===== config.mk =====
export PLATFORM = sky130hd
export DESIGN_NAME = crc32_word_accumulator
export DESIGN_NICKNAME = d
export VERILOG_FILES = /design/src/pkg/crc_pkg.sv /design/src/core/crc32_word_accumulator.sv /design/src/core/crc_byte_step.sv /design/src/core/word_skid_fifo.sv
export VERILOG_INCLUDE_DIRS = /design/src /design/src/pkg
export SDC_FILE = /design/constraint.sdc
export NUM_CORES = 1
export LEC_CHECK = 0
export ABC_AREA = 1
export BUFFER_PORTS_ARGS = -buffer_cell sky130_fd_sc_hd__buf_2
export CORE_MARGIN = 2
export CORE_UTILIZATION = 50
export DETAILED_ROUTE_END_ITERATION = 12
export GPL_TIMING_DRIVEN = 1
export PLACE_DENSITY = 0.74
export SLEW_MARGIN = 40
export SYNTH_ARGS = -nofsm -noshare
export SYNTH_HDL_FRONTEND = slang
export SYNTH_SLANG_ARGS = --single-unit

===== constraint.sdc =====
create_clock -name CORE_CLK -period 17.6 [get_ports CORE_CLK]
set_input_delay 1.76 -clock CORE_CLK [delete_from_list [all_inputs] [get_ports CORE_CLK]]
set_output_delay 1.76 -clock CORE_CLK [all_outputs]
set_load 0.01 [all_outputs]

===== src/pkg/crc_params.svh =====
// Offsets, field positions, reset values and timing counts of the CRC unit.
//
// Notes on behaviour
// - Fixed CRC-32 generator polynomial 0x4C11DB7.
// - Each word update finishes in four cycles.
// - Words fold into running CRC since reload.
// - Further data writes stall once the buffer fills while update runs.
// - Write feeds word; read returns accumulated CRC.
// - Control bit 0 reloads result with ones.
// - Software writes one; hardware clears reload bit.
// - Scratch byte survives a CRC reload.
// - Scratch byte never feeds the CRC.
`ifndef CRC_PARAMS_SVH
`define CRC_PARAMS_SVH

// ----------------------------------------------------------------------
// Register offsets (byte addresses)
// ----------------------------------------------------------------------
`define OFS_RESULT      8'h00
`define OFS_SCRATCH     8'h04
`define OFS_CONTROL     8'h08

// ----------------------------------------------------------------------
// Fields and reset values
// ----------------------------------------------------------------------
`define CTRL_RELOAD_BIT 0
`define CTRL_BUSY_BIT   1
`define CRC_POLY        32'h04C11DB7
`define CRC_INIT        32'hFFFFFFFF
`define SCRATCH_RST     8'h00

// ----------------------------------------------------------------------
// Timing
// ----------------------------------------------------------------------
`define UPDATE_CYCLES   3'h4
`define LAST_STEP       2'h3

`endif


===== src/pkg/crc_pkg.sv =====
// Types shared by the CRC accumulator modules.
`default_nettype none
package crc_pkg;

  // --------------------------------------------------------------------
  // Engine states
  // --------------------------------------------------------------------
  typedef enum logic [0:0] {
    ENG_IDLE = 1'b0,
    ENG_FOLD = 1'b1
  } eng_state_t;

  // --------------------------------------------------------------------
  // Whole state of the top module
  // --------------------------------------------------------------------
  typedef struct packed {
    eng_state_t  st;
    logic [1:0]  step;
    logic [31:0] crc;
    logic [31:0] work;
    logic [31:0] word;
    logic [7:0]  scratch;
    logic        reload;
    logic [31:0] rdata;
  } acc_state_t;

endpackage : crc_pkg
`default_nettype wire


===== src/core/crc32_word_accumulator.sv =====
// CRC-32 word accumulator with scratch byte and reload control.
`timescale 1ns/1ps
`default_nettype none
`include "crc_params.svh"

module crc32_word_accumulator
  import crc_pkg::*;
#(
  parameter int AW        = 8,
  parameter int BUF_DEPTH = 2
) (
  // Clock and reset
  input  wire logic          CORE_CLK,
  input  wire logic          RST,
  // Register port
  input  wire logic [AW-1:0] ADDR,
  input  wire logic [31:0]   WDATA,
  input  wire logic          WR,
  input  wire logic          RD,
  output logic      [31:0]   RDATA,
  // Flow control and status
  output logic               WR_READY,
  output logic               BUSY
);

  // --------------------------------------------------------------------
  // Declarations
  // --------------------------------------------------------------------
  acc_state_t  s_q;
  acc_state_t  s_d;

  logic        sel_result;
  logic        sel_scratch;
  logic        sel_control;
  logic        wr_result;
  logic        buf_in_ready;
  logic        buf_push;
  logic        buf_valid;
  logic        buf_pop;
  logic [31:0] buf_data;
  logic        take;
  logic        fold_last;
  logic        reload_exec;
  logic [31:0] step_in;
  logic [7:0]  step_byte;
  logic [31:0] step_out;

  // --------------------------------------------------------------------
  // Address decode
  // --------------------------------------------------------------------
  assign sel_result  = (ADDR == AW'(`OFS_RESULT));
  assign sel_scratch = (ADDR == AW'(`OFS_SCRATCH));
  assign sel_control = (ADDR == AW'(`OFS_CONTROL));
  assign wr_result   = WR && sel_result;

  // --------------------------------------------------------------------
  // Input buffer
  // --------------------------------------------------------------------
  // New words are refused while a reload waits, so a word written after
  // the reload can never be folded into the value before it.
  assign WR_READY = buf_in_ready && !s_q.reload;
  assign buf_push = wr_result && WR_READY;

  word_skid_fifo #(
    .W     (32),
    .DEPTH (BUF_DEPTH)
  ) u_buf (
    .clk       (CORE_CLK),
    .rst       (RST),
    .in_valid  (buf_push),
    .in_ready  (buf_in_ready),
    .in_data   (WDATA),
    .out_valid (buf_valid),
    .out_ready (buf_pop),
    .out_data  (buf_data)
  );

  // --------------------------------------------------------------------
  // Engine control terms
  // --------------------------------------------------------------------
  // The engine only takes a word when idle, which stalls the buffer and,
  // once it is full, the bus while an update runs.
  assign take        = (s_q.st == ENG_IDLE) && buf_valid;
  assign buf_pop     = take;
  assign fold_last   = (s_q.st == ENG_FOLD) && (s_q.step == `LAST_STEP);
  // Reload waits until queued words are folded, keeping write order.
  assign reload_exec = (s_q.st == ENG_IDLE) && !buf_valid && s_q.reload;
  assign BUSY        = (s_q.st == ENG_FOLD) || buf_valid;
  assign RDATA       = s_q.rdata;

  // --------------------------------------------------------------------
  // Byte folding datapath
  // --------------------------------------------------------------------
  // The first byte folds on the take edge from the stored result, so a
  // word completes in four edges instead of five.
  assign step_in   = (s_q.st == ENG_IDLE) ? s_q.crc : s_q.work;
  assign step_byte = (s_q.st == ENG_IDLE) ? buf_data[31:24]
                                          : s_q.word[31:24];

  crc_byte_step u_step (
    .crc_in  (step_in),
    .byte_in (step_byte),
    .crc_out (step_out)
  );

  // --------------------------------------------------------------------
  // Next state
  // --------------------------------------------------------------------
  always_comb begin
    s_d       = s_q;
    s_d.rdata = 32'h00000000;

    case (s_q.st)
      ENG_IDLE: begin
        if (take) begin
          s_d.work = step_out;
          s_d.word = {buf_data[23:0], 8'h00};
          s_d.step = 2'h1;
          s_d.st   = ENG_FOLD;
        end else if (reload_exec) begin
          s_d.crc    = `CRC_INIT;
          s_d.reload = 1'b0;
        end
      end
      ENG_FOLD: begin
        s_d.work = step_out;
        s_d.word = {s_q.word[23:0], 8'h00};
        s_d.step = 2'(s_q.step + 1'b1);
        if (fold_last) begin
          // Result changes only here or on a reload; a read mid-update sees the old one.
          s_d.crc = step_out;
          s_d.st  = ENG_IDLE;
        end
      end
      default: begin
        s_d.st = ENG_IDLE;
      end
    endcase

    // Software sets after the hardware clear, so the set wins.
    if (WR && sel_control && WDATA[`CTRL_RELOAD_BIT]) begin
      s_d.reload = 1'b1;
    end

    // The scratch byte has no path into the datapath or reload.
    if (WR && sel_scratch) begin
      s_d.scratch = WDATA[7:0];
    end

    if (RD) begin
      if (sel_result) begin
        s_d.rdata = s_q.crc;
      end else if (sel_scratch) begin
        s_d.rdata = {24'h000000, s_q.scratch};
      end else if (sel_control) begin
        s_d.rdata[`CTRL_RELOAD_BIT] = s_q.reload;
        s_d.rdata[`CTRL_BUSY_BIT]   = BUSY;
      end else begin
        s_d.rdata = 32'h00000000;
      end
    end
  end

  // --------------------------------------------------------------------
  // State register
  // --------------------------------------------------------------------
  always_ff @(posedge CORE_CLK or posedge RST) begin
    if (RST) begin
      s_q         <= '0;
      s_q.st      <= ENG_IDLE;
      s_q.crc     <= `CRC_INIT;
      s_q.scratch <= `SCRATCH_RST;
    end else begin
      s_q <= s_d;
    end
  end

  // --------------------------------------------------------------------
  // Checking helpers
  // --------------------------------------------------------------------
  // Whole-word reference, bit serial, used only by the checks below.
  function automatic logic [31:0] crc_word_ref(
    input logic [31:0] crc,
    input logic [31:0] word
  );
    logic [31:0] c;
    c = crc;
    for (int b = 31; b >= 0; b--) begin
      c = {c[30:0], 1'b0} ^ ((c[31] ^ word[b]) ? `CRC_POLY : 32'h0);
    end
    return c;
  endfunction : crc_word_ref

  // Single-byte reference, used by the byte-step check below.
  function automatic logic [31:0] crc_byte_ref(
    input logic [31:0] crc,
    input logic [7:0]  data
  );
    logic [31:0] c;
    c = crc;
    for (int b = 7; b >= 0; b--) begin
      c = {c[30:0], 1'b0} ^ ((c[31] ^ data[b]) ? `CRC_POLY : 32'h0);
    end
    return c;
  endfunction : crc_byte_ref

  logic [31:0] ref_next;
  logic [4:0]  reload_wait;

  assign ref_next = crc_word_ref(s_q.crc, buf_data);

  always_ff @(posedge CORE_CLK or posedge RST) begin
    if (RST) begin
      reload_wait <= 5'h00;
    end else if (!s_q.reload) begin
      reload_wait <= 5'h00;
    end else if (reload_wait != 5'h1F) begin
      reload_wait <= 5'(reload_wait + 1'b1);
    end
  end

  // --------------------------------------------------------------------
  // Assertions
  // --------------------------------------------------------------------
  a_reset_value: assert property (
    @(posedge CORE_CLK) disable iff (RST)
    $fell(RST) |-> (s_q.crc == 32'hFFFFFFFF)
  ) else $error("Result is not all ones after reset.");

  a_update_four_cycles: assert property (
    @(posedge CORE_CLK) disable iff (RST)
    take |=> (s_q.st == ENG_FOLD) [*3] ##1 (s_q.st == ENG_IDLE)
  ) else $error("Word update did not take four cycles.");

  a_fold_matches_ref: assert property (
    @(posedge CORE_CLK) disable iff (RST)
    take |-> ##4 (s_q.crc == $past(ref_next, 4))
  ) else $error("Accumulated CRC does not match the reference.");

  // A lone one in the last bit reaches the top of the register only on
  // the final shift when bits enter most significant first.
  a_poly_msb_first: assert property (
    @(posedge CORE_CLK) disable iff (RST)
    (take && s_q.crc == 32'h00000000 && buf_data == 32'h00000001)
      |-> ##4 (s_q.crc == 32'h04C11DB7)
  ) else $error("Polynomial or bit order is wrong.");

  a_poly_fixed: assert property (
    @(posedge CORE_CLK) disable iff (RST)
    (take && s_q.crc == 32'h00000000 && buf_data[31:24] == 8'h01)
      |=> (s_q.work == 32'h04C11DB7)
  ) else $error("First byte fold does not use the fixed polynomial.");

  // Nothing may leave a full buffer while a fold runs, so the bus stays
  // stalled until the engine is free again.
  a_stall_writes: assert property (
    @(posedge CORE_CLK) disable iff (RST)
    (s_q.st == ENG_FOLD && !buf_in_ready) |=> !WR_READY
  ) else $error("Write accepted while buffer full and busy.");

  a_read_result: assert property (
    @(posedge CORE_CLK) disable iff (RST)
    (RD && sel_result) |=> (RDATA == $past(s_q.crc))
  ) else $error("Result read did not return the accumulated CRC.");

  a_reload_exec: assert property (
    @(posedge CORE_CLK) disable iff (RST)
    (reload_exec && !(WR && sel_control)) |=>
      (s_q.crc == 32'hFFFFFFFF) && !s_q.reload
  ) else $error("Reload did not set all ones and clear its bit.");

  a_reload_clears: assert property (
    @(posedge CORE_CLK) disable iff (RST)
    s_q.reload |-> (reload_wait < 5'h0E)
  ) else $error("Reload bit was not cleared in time.");

  a_scratch_kept: assert property (
    @(posedge CORE_CLK) disable iff (RST)
    (reload_exec && !(WR && sel_scratch)) |=> $stable(s_q.scratch)
  ) else $error("Scratch byte changed on reload.");

  a_scratch_write: assert property (
    @(posedge CORE_CLK) disable iff (RST)
    (WR && sel_scratch) |=> (s_q.scratch == $past(WDATA[7:0]))
  ) else $error("Scratch byte does not hold the written value.");

  a_result_sources: assert property (
    @(posedge CORE_CLK) disable iff (RST)
    $changed(s_q.crc) |-> $past(fold_last || reload_exec)
  ) else $error("Result changed without a fold or a reload.");

  // --------------------------------------------------------------------
  // Assertions on bus timing, engine steps, reload order and the scratch byte
  // --------------------------------------------------------------------
  a_ready_reset: assert property (
    @(posedge CORE_CLK) disable iff (RST)
    $fell(RST) |-> (WR_READY && !BUSY)
  ) else $error("Port is not ready and idle after reset.");

  // Read data must drop back to zero so stale words never linger.
  a_rdata_zero: assert property (
    @(posedge CORE_CLK) disable iff (RST)
    !RD |=> (RDATA == 32'h00000000)
  ) else $error("Read data did not return to zero.");

  a_write_accepted: assert property (
    @(posedge CORE_CLK) disable iff (RST)
    (wr_result && WR_READY) |=> BUSY
  ) else $error("Accepted word is neither queued nor folding.");

  a_engine_steps: assert property (
    @(posedge CORE_CLK) disable iff (RST)
    (s_q.st == ENG_FOLD && !fold_last) |=>
      (s_q.st == ENG_FOLD) && (s_q.step == 2'($past(s_q.step) + 2'h1))
  ) else $error("Fold step did not advance by one.");

  a_crc_held_mid: assert property (
    @(posedge CORE_CLK) disable iff (RST)
    (s_q.st == ENG_FOLD && !fold_last) |=> $stable(s_q.crc)
  ) else $error("Result moved in the middle of an update.");

  // Each edge of a fold takes one byte; a byte-level reference catches a
  // wrong tap in any of the eight unrolled bit stages.
  a_byte_fold: assert property (
    @(posedge CORE_CLK) disable iff (RST)
    (take || s_q.st == ENG_FOLD) |=>
      (s_q.work == crc_byte_ref($past(step_in), $past(step_byte)))
  ) else $error("Byte fold does not match the reference.");

  a_reload_set: assert property (
    @(posedge CORE_CLK) disable iff (RST)
    (WR && sel_control && WDATA[`CTRL_RELOAD_BIT]) |=> s_q.reload
  ) else $error("Writing one did not request a reload.");

  a_reload_waits: assert property (
    @(posedge CORE_CLK) disable iff (RST)
    (s_q.reload && (buf_valid || s_q.st == ENG_FOLD)) |=> s_q.reload
  ) else $error("Reload ran ahead of queued words.");

  a_scratch_hold: assert property (
    @(posedge CORE_CLK) disable iff (RST)
    !(WR && sel_scratch) |=> $stable(s_q.scratch)
  ) else $error("Scratch byte changed without a write.");

  a_scratch_upper: assert property (
    @(posedge CORE_CLK) disable iff (RST)
    (RD && sel_scratch) |=> (RDATA[31:8] == 24'h000000)
  ) else $error("Scratch read shows bits above the byte.");

endmodule : crc32_word_accumulator
`default_nettype wire


===== src/core/crc_byte_step.sv =====
// One byte of CRC folding, most significant bit first.
`timescale 1ns/1ps
`default_nettype none
`include "crc_params.svh"

module crc_byte_step (
  // Running value and byte
  input  wire logic [31:0] crc_in,
  input  wire logic [7:0]  byte_in,
  // Folded value
  output logic      [31:0] crc_out
);

  logic [31:0] chain [0:8];

  assign chain[0] = crc_in;

  // --------------------------------------------------------------------
  // Bit chain
  // --------------------------------------------------------------------
  for (genvar i = 0; i < 8; i++) begin : g_bit
    // No reflection: byte bit 7 enters first.
    assign chain[i+1] = {chain[i][30:0], 1'b0} ^
                        ((chain[i][31] ^ byte_in[7-i]) ?
                         `CRC_POLY : 32'h00000000);
  end

  assign crc_out = chain[8];

endmodule : crc_byte_step
`default_nettype wire


===== src/core/word_skid_fifo.sv =====
// Small FIFO that holds words between the bus and the CRC engine.
`timescale 1ns/1ps
`default_nettype none

module word_skid_fifo #(
  parameter int W     = 32,
  parameter int DEPTH = 2
) (
  // Clock and reset
  input  wire logic         clk,
  input  wire logic         rst,
  // Fill side
  input  wire logic         in_valid,
  output logic              in_ready,
  input  wire logic [W-1:0] in_data,
  // Drain side
  output logic              out_valid,
  input  wire logic         out_ready,
  output logic      [W-1:0] out_data
);

  localparam int PW = (DEPTH > 1) ? $clog2(DEPTH) : 1;

  typedef struct packed {
    logic [DEPTH-1:0][W-1:0] mem;
    logic [PW-1:0]           wp;
    logic [PW-1:0]           rp;
    logic [PW:0]             cnt;
  } fifo_state_t;

  fifo_state_t s_q;
  fifo_state_t s_d;
  logic        push;
  logic        pop;

  assign in_ready  = (s_q.cnt != (PW+1)'(DEPTH));
  assign out_valid = (s_q.cnt != '0);
  assign out_data  = s_q.mem[s_q.rp];
  assign push      = in_valid && in_ready;
  assign pop       = out_valid && out_ready;

  always_comb begin
    s_d = s_q;
    if (push) begin
      s_d.mem[s_q.wp] = in_data;
      s_d.wp = (s_q.wp == PW'(DEPTH - 1)) ? '0 : PW'(s_q.wp + 1'b1);
    end
    if (pop) begin
      s_d.rp = (s_q.rp == PW'(DEPTH - 1)) ? '0 : PW'(s_q.rp + 1'b1);
    end
    if (push && !pop) begin
      s_d.cnt = (PW+1)'(s_q.cnt + 1'b1);
    end else if (pop && !push) begin
      s_d.cnt = (PW+1)'(s_q.cnt - 1'b1);
    end
  end

  always_ff @(posedge clk or posedge rst) begin
    if (rst) begin
      s_q <= '0;
    end else begin
      s_q <= s_d;
    end
  end

endmodule : word_skid_fifo
`default_nettype wire


==> flow_results.xml <==
<?xml version="1.0" encoding="UTF-8"?>
<metrics>
  <group name="clock_network">
    <metric name="numCtsBuffers" unit="">17</metric>
    <metric name="clock_sink_count" unit="">200</metric>
    <metric name="tritoncts" unit="">done</metric>
    <metric name="cts_root_buffer" unit="">clkbuf_16</metric>
    <metric name="cts_htree_levels" unit="">4</metric>
    <metric name="cts_hold_repair.buffers" unit="">0</metric>
    <metric name="cts.repair_timing.setup_buffer_count" unit="">0</metric>
    <metric name="clkTransAtPathRegs" unit="ns">0.07</metric>
    <metric name="cts_resized" unit="">0</metric>
    <metric name="cts-root-to-sink-buffers" unit="">2</metric>
    <metric name="clkLatencyLatePin" unit="ns">0.45</metric>
  </group>
  <group name="die">
    <metric name="floorplan.die.height" unit="um">144.4</metric>
    <metric name="core.rowCount" unit="">51</metric>
    <metric name="fp.dieArea" unit="sq um">20850</metric>
    <metric name="die_w" unit="um">144.4</metric>
    <metric name="floorplan.initialDensity" unit="%">50.81</metric>
    <metric name="coreArea" unit="sq um">19400</metric>
    <metric name="io_pins" unit="">78</metric>
  </group>
  <group name="timing">
    <metric name="period_minus_slack" unit="ns">4.495</metric>
    <metric name="postLayoutSetupSlackWorst" unit="ns">13.10</metric>
    <metric name="final_hold_viol_count" unit="">0</metric>
    <metric name="worst_slew_pin_slew" unit="ns">0.8015</metric>
    <metric name="clock.fmax" unit="GHz">0.2225</metric>
    <metric name="timing_max_transition_violations_final" unit="">0</metric>
    <metric name="period_share" unit="%">25.54</metric>
    <metric name="report.final.setup_viol" unit="">0</metric>
    <metric name="rsz0062_at_grt" unit="">false</metric>
    <metric name="skew" unit="ns">0.01414</metric>
    <metric name="timing.max_slew.rel_slack" unit="%">46.56</metric>
    <metric name="fin_setup_tns" unit="ns">0</metric>
  </group>
  <group name="worst_setup_path">
    <metric name="critical_path.slowest_cell" unit="">buf_4</metric>
    <metric name="critical_path.reg2reg.endpoint" unit="">s_q[72]</metric>
    <metric name="worstPathRequired" unit="ns">15.84</metric>
    <metric name="worst-endpoint-arrival" unit="ns">2.74</metric>
    <metric name="crit_end" unit="">BUSY</metric>
    <metric name="critPathMaxFanout" unit="">77</metric>
    <metric name="cp_common_cell" unit="">buf_4</metric>
    <metric name="critPathCaptureType" unit="">output port</metric>
    <metric name="critical_path_start_end_classification" unit="">flop to output port</metric>
    <metric name="worst_setup_path_startpoint" unit="">s_q[139]</metric>
    <metric name="setup.worst_path.start_class" unit="">flop</metric>
    <metric name="rr_worst_depth" unit="">8</metric>
    <metric name="reg2reg_from" unit="">s_q[139]</metric>
    <metric name="max_stage_delay_on_crit_path" unit="ns">0.62</metric>
    <metric name="worst-r2r-setup-slack" unit="ns">14.17</metric>
    <metric name="series_of_cell_instances_along_the_critical_path" unit="">buf_4, inv_2, nand2_1, buf_4, buf_2</metric>
  </group>
  <group name="yosys">
    <metric name="synth_cells" unit="">1213</metric>
    <metric name="synth_enable_flop_cells" unit="">0</metric>
    <metric name="synth_seq_area_share" unit="%">51.18</metric>
    <metric name="synth.area.top_cells" unit="">dfrtp_1 (43%), nand2_1 (15%), dfstp_2 (8.5%)</metric>
    <metric name="synth-warning-count" unit="">0</metric>
    <metric name="yosys.cell_count.top_type" unit="">nand2_1</metric>
    <metric name="synthDominantCellAreaShare" unit="%">42.65</metric>
    <metric name="postSynth.asyncResetShare" unit="%">100.0</metric>
    <metric name="synthesis.nets" unit="">1259</metric>
    <metric name="netlist-cell-type-count" unit="">37</metric>
    <metric name="postSynthRegisterBits" unit="">200</metric>
    <metric name="postSynthAreaPerCell" unit="sq um">8.126</metric>
    <metric name="synth_area" unit="sq um">9857</metric>
    <metric name="synth_ff_type" unit="">dfrtp_1</metric>
    <metric name="synth_top_cell_by_area" unit="">dfrtp_1</metric>
    <metric name="synth_top_cells_by_count" unit="">nand2_1 (390), dfrtp_1 (168), inv_1 (132), o21ai_0 (129), nand3_1 (76)</metric>
  </group>
  <group name="drt">
    <metric name="post_drt_wl_per_cell" unit="um">14.77</metric>
    <metric name="drc" unit="">0</metric>
    <metric name="drtAntennaViolNets" unit="">0</metric>
    <metric name="routed_via_count" unit="">7770</metric>
    <metric name="dr.pass1.iters" unit="">6</metric>
    <metric name="avgViaCountPerCell" unit="">5.139</metric>
    <metric name="drt-initial-drc-count" unit="">799</metric>
    <metric name="wl" unit="um">22330</metric>
  </group>
  <group name="pwr">
    <metric name="cellPowerDensity" unit="nW/um^2">206.5</metric>
    <metric name="power.share.clock" unit="%">17.2</metric>
    <metric name="power.ir.vdd_worst" unit="mV">0.09471</metric>
    <metric name="power.switching_fraction" unit="%">47.26</metric>
    <metric name="p_int" unit="uW">1173</metric>
    <metric name="power.share.sequential" unit="%">29.4</metric>
    <metric name="comb_power_share" unit="%">53.4</metric>
    <metric name="leakage" unit="uW">0.005691</metric>
    <metric name="power_switching" unit="uW">1051</metric>
  </group>
  <group name="layout">
    <metric name="layout-drive-gt1-share" unit="%">14.51</metric>
    <metric name="syn_to_final_growth" unit="%">9.254</metric>
    <metric name="post-route-util" unit="%">55.51</metric>
    <metric name="design.final.nets" unit="">1280</metric>
    <metric name="area_of_combinational_cells_with_multiple_inputs" unit="sq um">3840</metric>
    <metric name="final.fill_count" unit="">1841</metric>
    <metric name="seq_area" unit="sq um">5047</metric>
    <metric name="insertedDiodeCount" unit="">0</metric>
  </group>
  <group name="placed_design">
    <metric name="dp_hpwl" unit="um">14840</metric>
    <metric name="pre_cts_ws" unit="ns">13.53</metric>
    <metric name="gp_congestion" unit="">0.9017</metric>
    <metric name="port-buffer-count" unit="">77</metric>
  </group>
  <group name="global_routing">
    <metric name="grt_antenna_before_repair" unit="">0</metric>
    <metric name="grt_use_total" unit="%">22.81</metric>
    <metric name="grt_pass1_vias" unit="">7226</metric>
    <metric name="globalRoute.totalOverflow" unit="">0</metric>
    <metric name="grt_start_max_net_pins" unit="">123</metric>
    <metric name="grt_pass1_wl" unit="um">36760</metric>
  </group>
  <group name="run_status">
    <metric name="outcome" unit="">finished clean</metric>
  </group>
  <group name="flow_run">
    <metric name="maxCapViolCount" unit="">0</metric>
  </group>
  <group name="hold_path">
    <metric name="holdCritPathClass" unit="">flop to flop</metric>
  </group>
</metrics>
[per-layer routing]
metal / wire, um / share of wire [%] / vias up / global-route usage (%)
met5: 0 / 0 / - / 0
met4: 548 / 2.5 / 0 / 7.971
met3: 1060 / 4.7 / 43 / 4.238
met2: 10560 / 47 / 219 / 36.84
met1: 10160 / 45 / 3683 / 31.01
li1: - / - / 3825 / -
[sequential cells by signal, summed over array words and instances, names as in the netlist]
name,count
u_buf.s_q,68
RDATA,32
s_q,100
[critical path: cells and delay by family (launching register included)]
family	cells	cell delay [ns]
buffers and inverters	4	1.74
AND/OR/NAND/NOR	1	0.17
flip-flops	1	0.34
[worst min-delay path by stage]
stage,end,depth (start not counted),startpoint
after detailed placement,s_q[84],2,s_q[84]
after global placement,s_q[65],2,s_q[65]
after global routing,u_buf.s_q[48],2,u_buf.s_q[48]
after floorplan,s_q[84],2,s_q[84]
after CTS,s_q[84],2,s_q[84]
final,s_q[65],2,s_q[65]
[power groups by stage]
stage               Combinational, uW  Sequential (uW)  Clock, uW
CTS                              1180              652        389
finish                           1190              653        382
global route                     1340              664        408
detailed placement               1170              659          0
floorplan                         924              638          0
global placement                 1140              658          0
[cell families after synthesis]
kind of cell | Yosys count | share of synthesized area [%]
simple gates | 557 | 23.44
buf+inv | 221 | 10.07
flops | 200 | 51.18
compound gates | 180 | 9.926
xor+xnor | 41 | 3.910
mux | 12 | 1.219
fa+ha+maj | 2 | 0.2538
[final cells by class]
cell class	count	share of cell area, %
clock buffers	18	3.985
clock inverters	14	1.348
inverters	139	4.961
multi-input cells	792	35.66
flip-flops and latches	200	46.87
well taps	265	3.079
repair buffers	84	4.101
[stage by stage]
stage | total power, uW | hold WS (ns) | instance area (sq um) | std cells
2_1_floorplan | 1562 | 0.4437 | 9857 | 1213
3_3_place_gp | 1802 | 0.4583 | 10170 | 1480
3_5_place_dp | 1829 | 0.4643 | 10190 | 1480
4_1_cts | 2220 | 0.4839 | 10760 | 1512
5_1_grt | 2413 | 0.5011 | 10770 | 1512
6_report | 2224 | 0.4850 | 10770 | 1512
[layout by cell type (no fill, tap or decap), types with 9 or more instances in the layout]
cell | Yosys | routed
xor2_1 | 27 | 27
buf_2 | 10 | 77
or2_1 | 9 | 9
dfstp_2 | 32 | 32
nand2_1 | 390 | 387
clkbuf_16 | 0 | 17
o21ai_1 | 11 | 12
o22ai_1 | 14 | 14
mux2i_1 | 12 | 12
nand2_2 | 13 | 14
xnor2_1 | 12 | 12
nor2_1 | 57 | 56
inv_1 | 132 | 131
dfrtp_1 | 168 | 166
nand3_1 | 76 | 76
o21ai_0 | 129 | 128
Power figures use the tool's default switching activity.
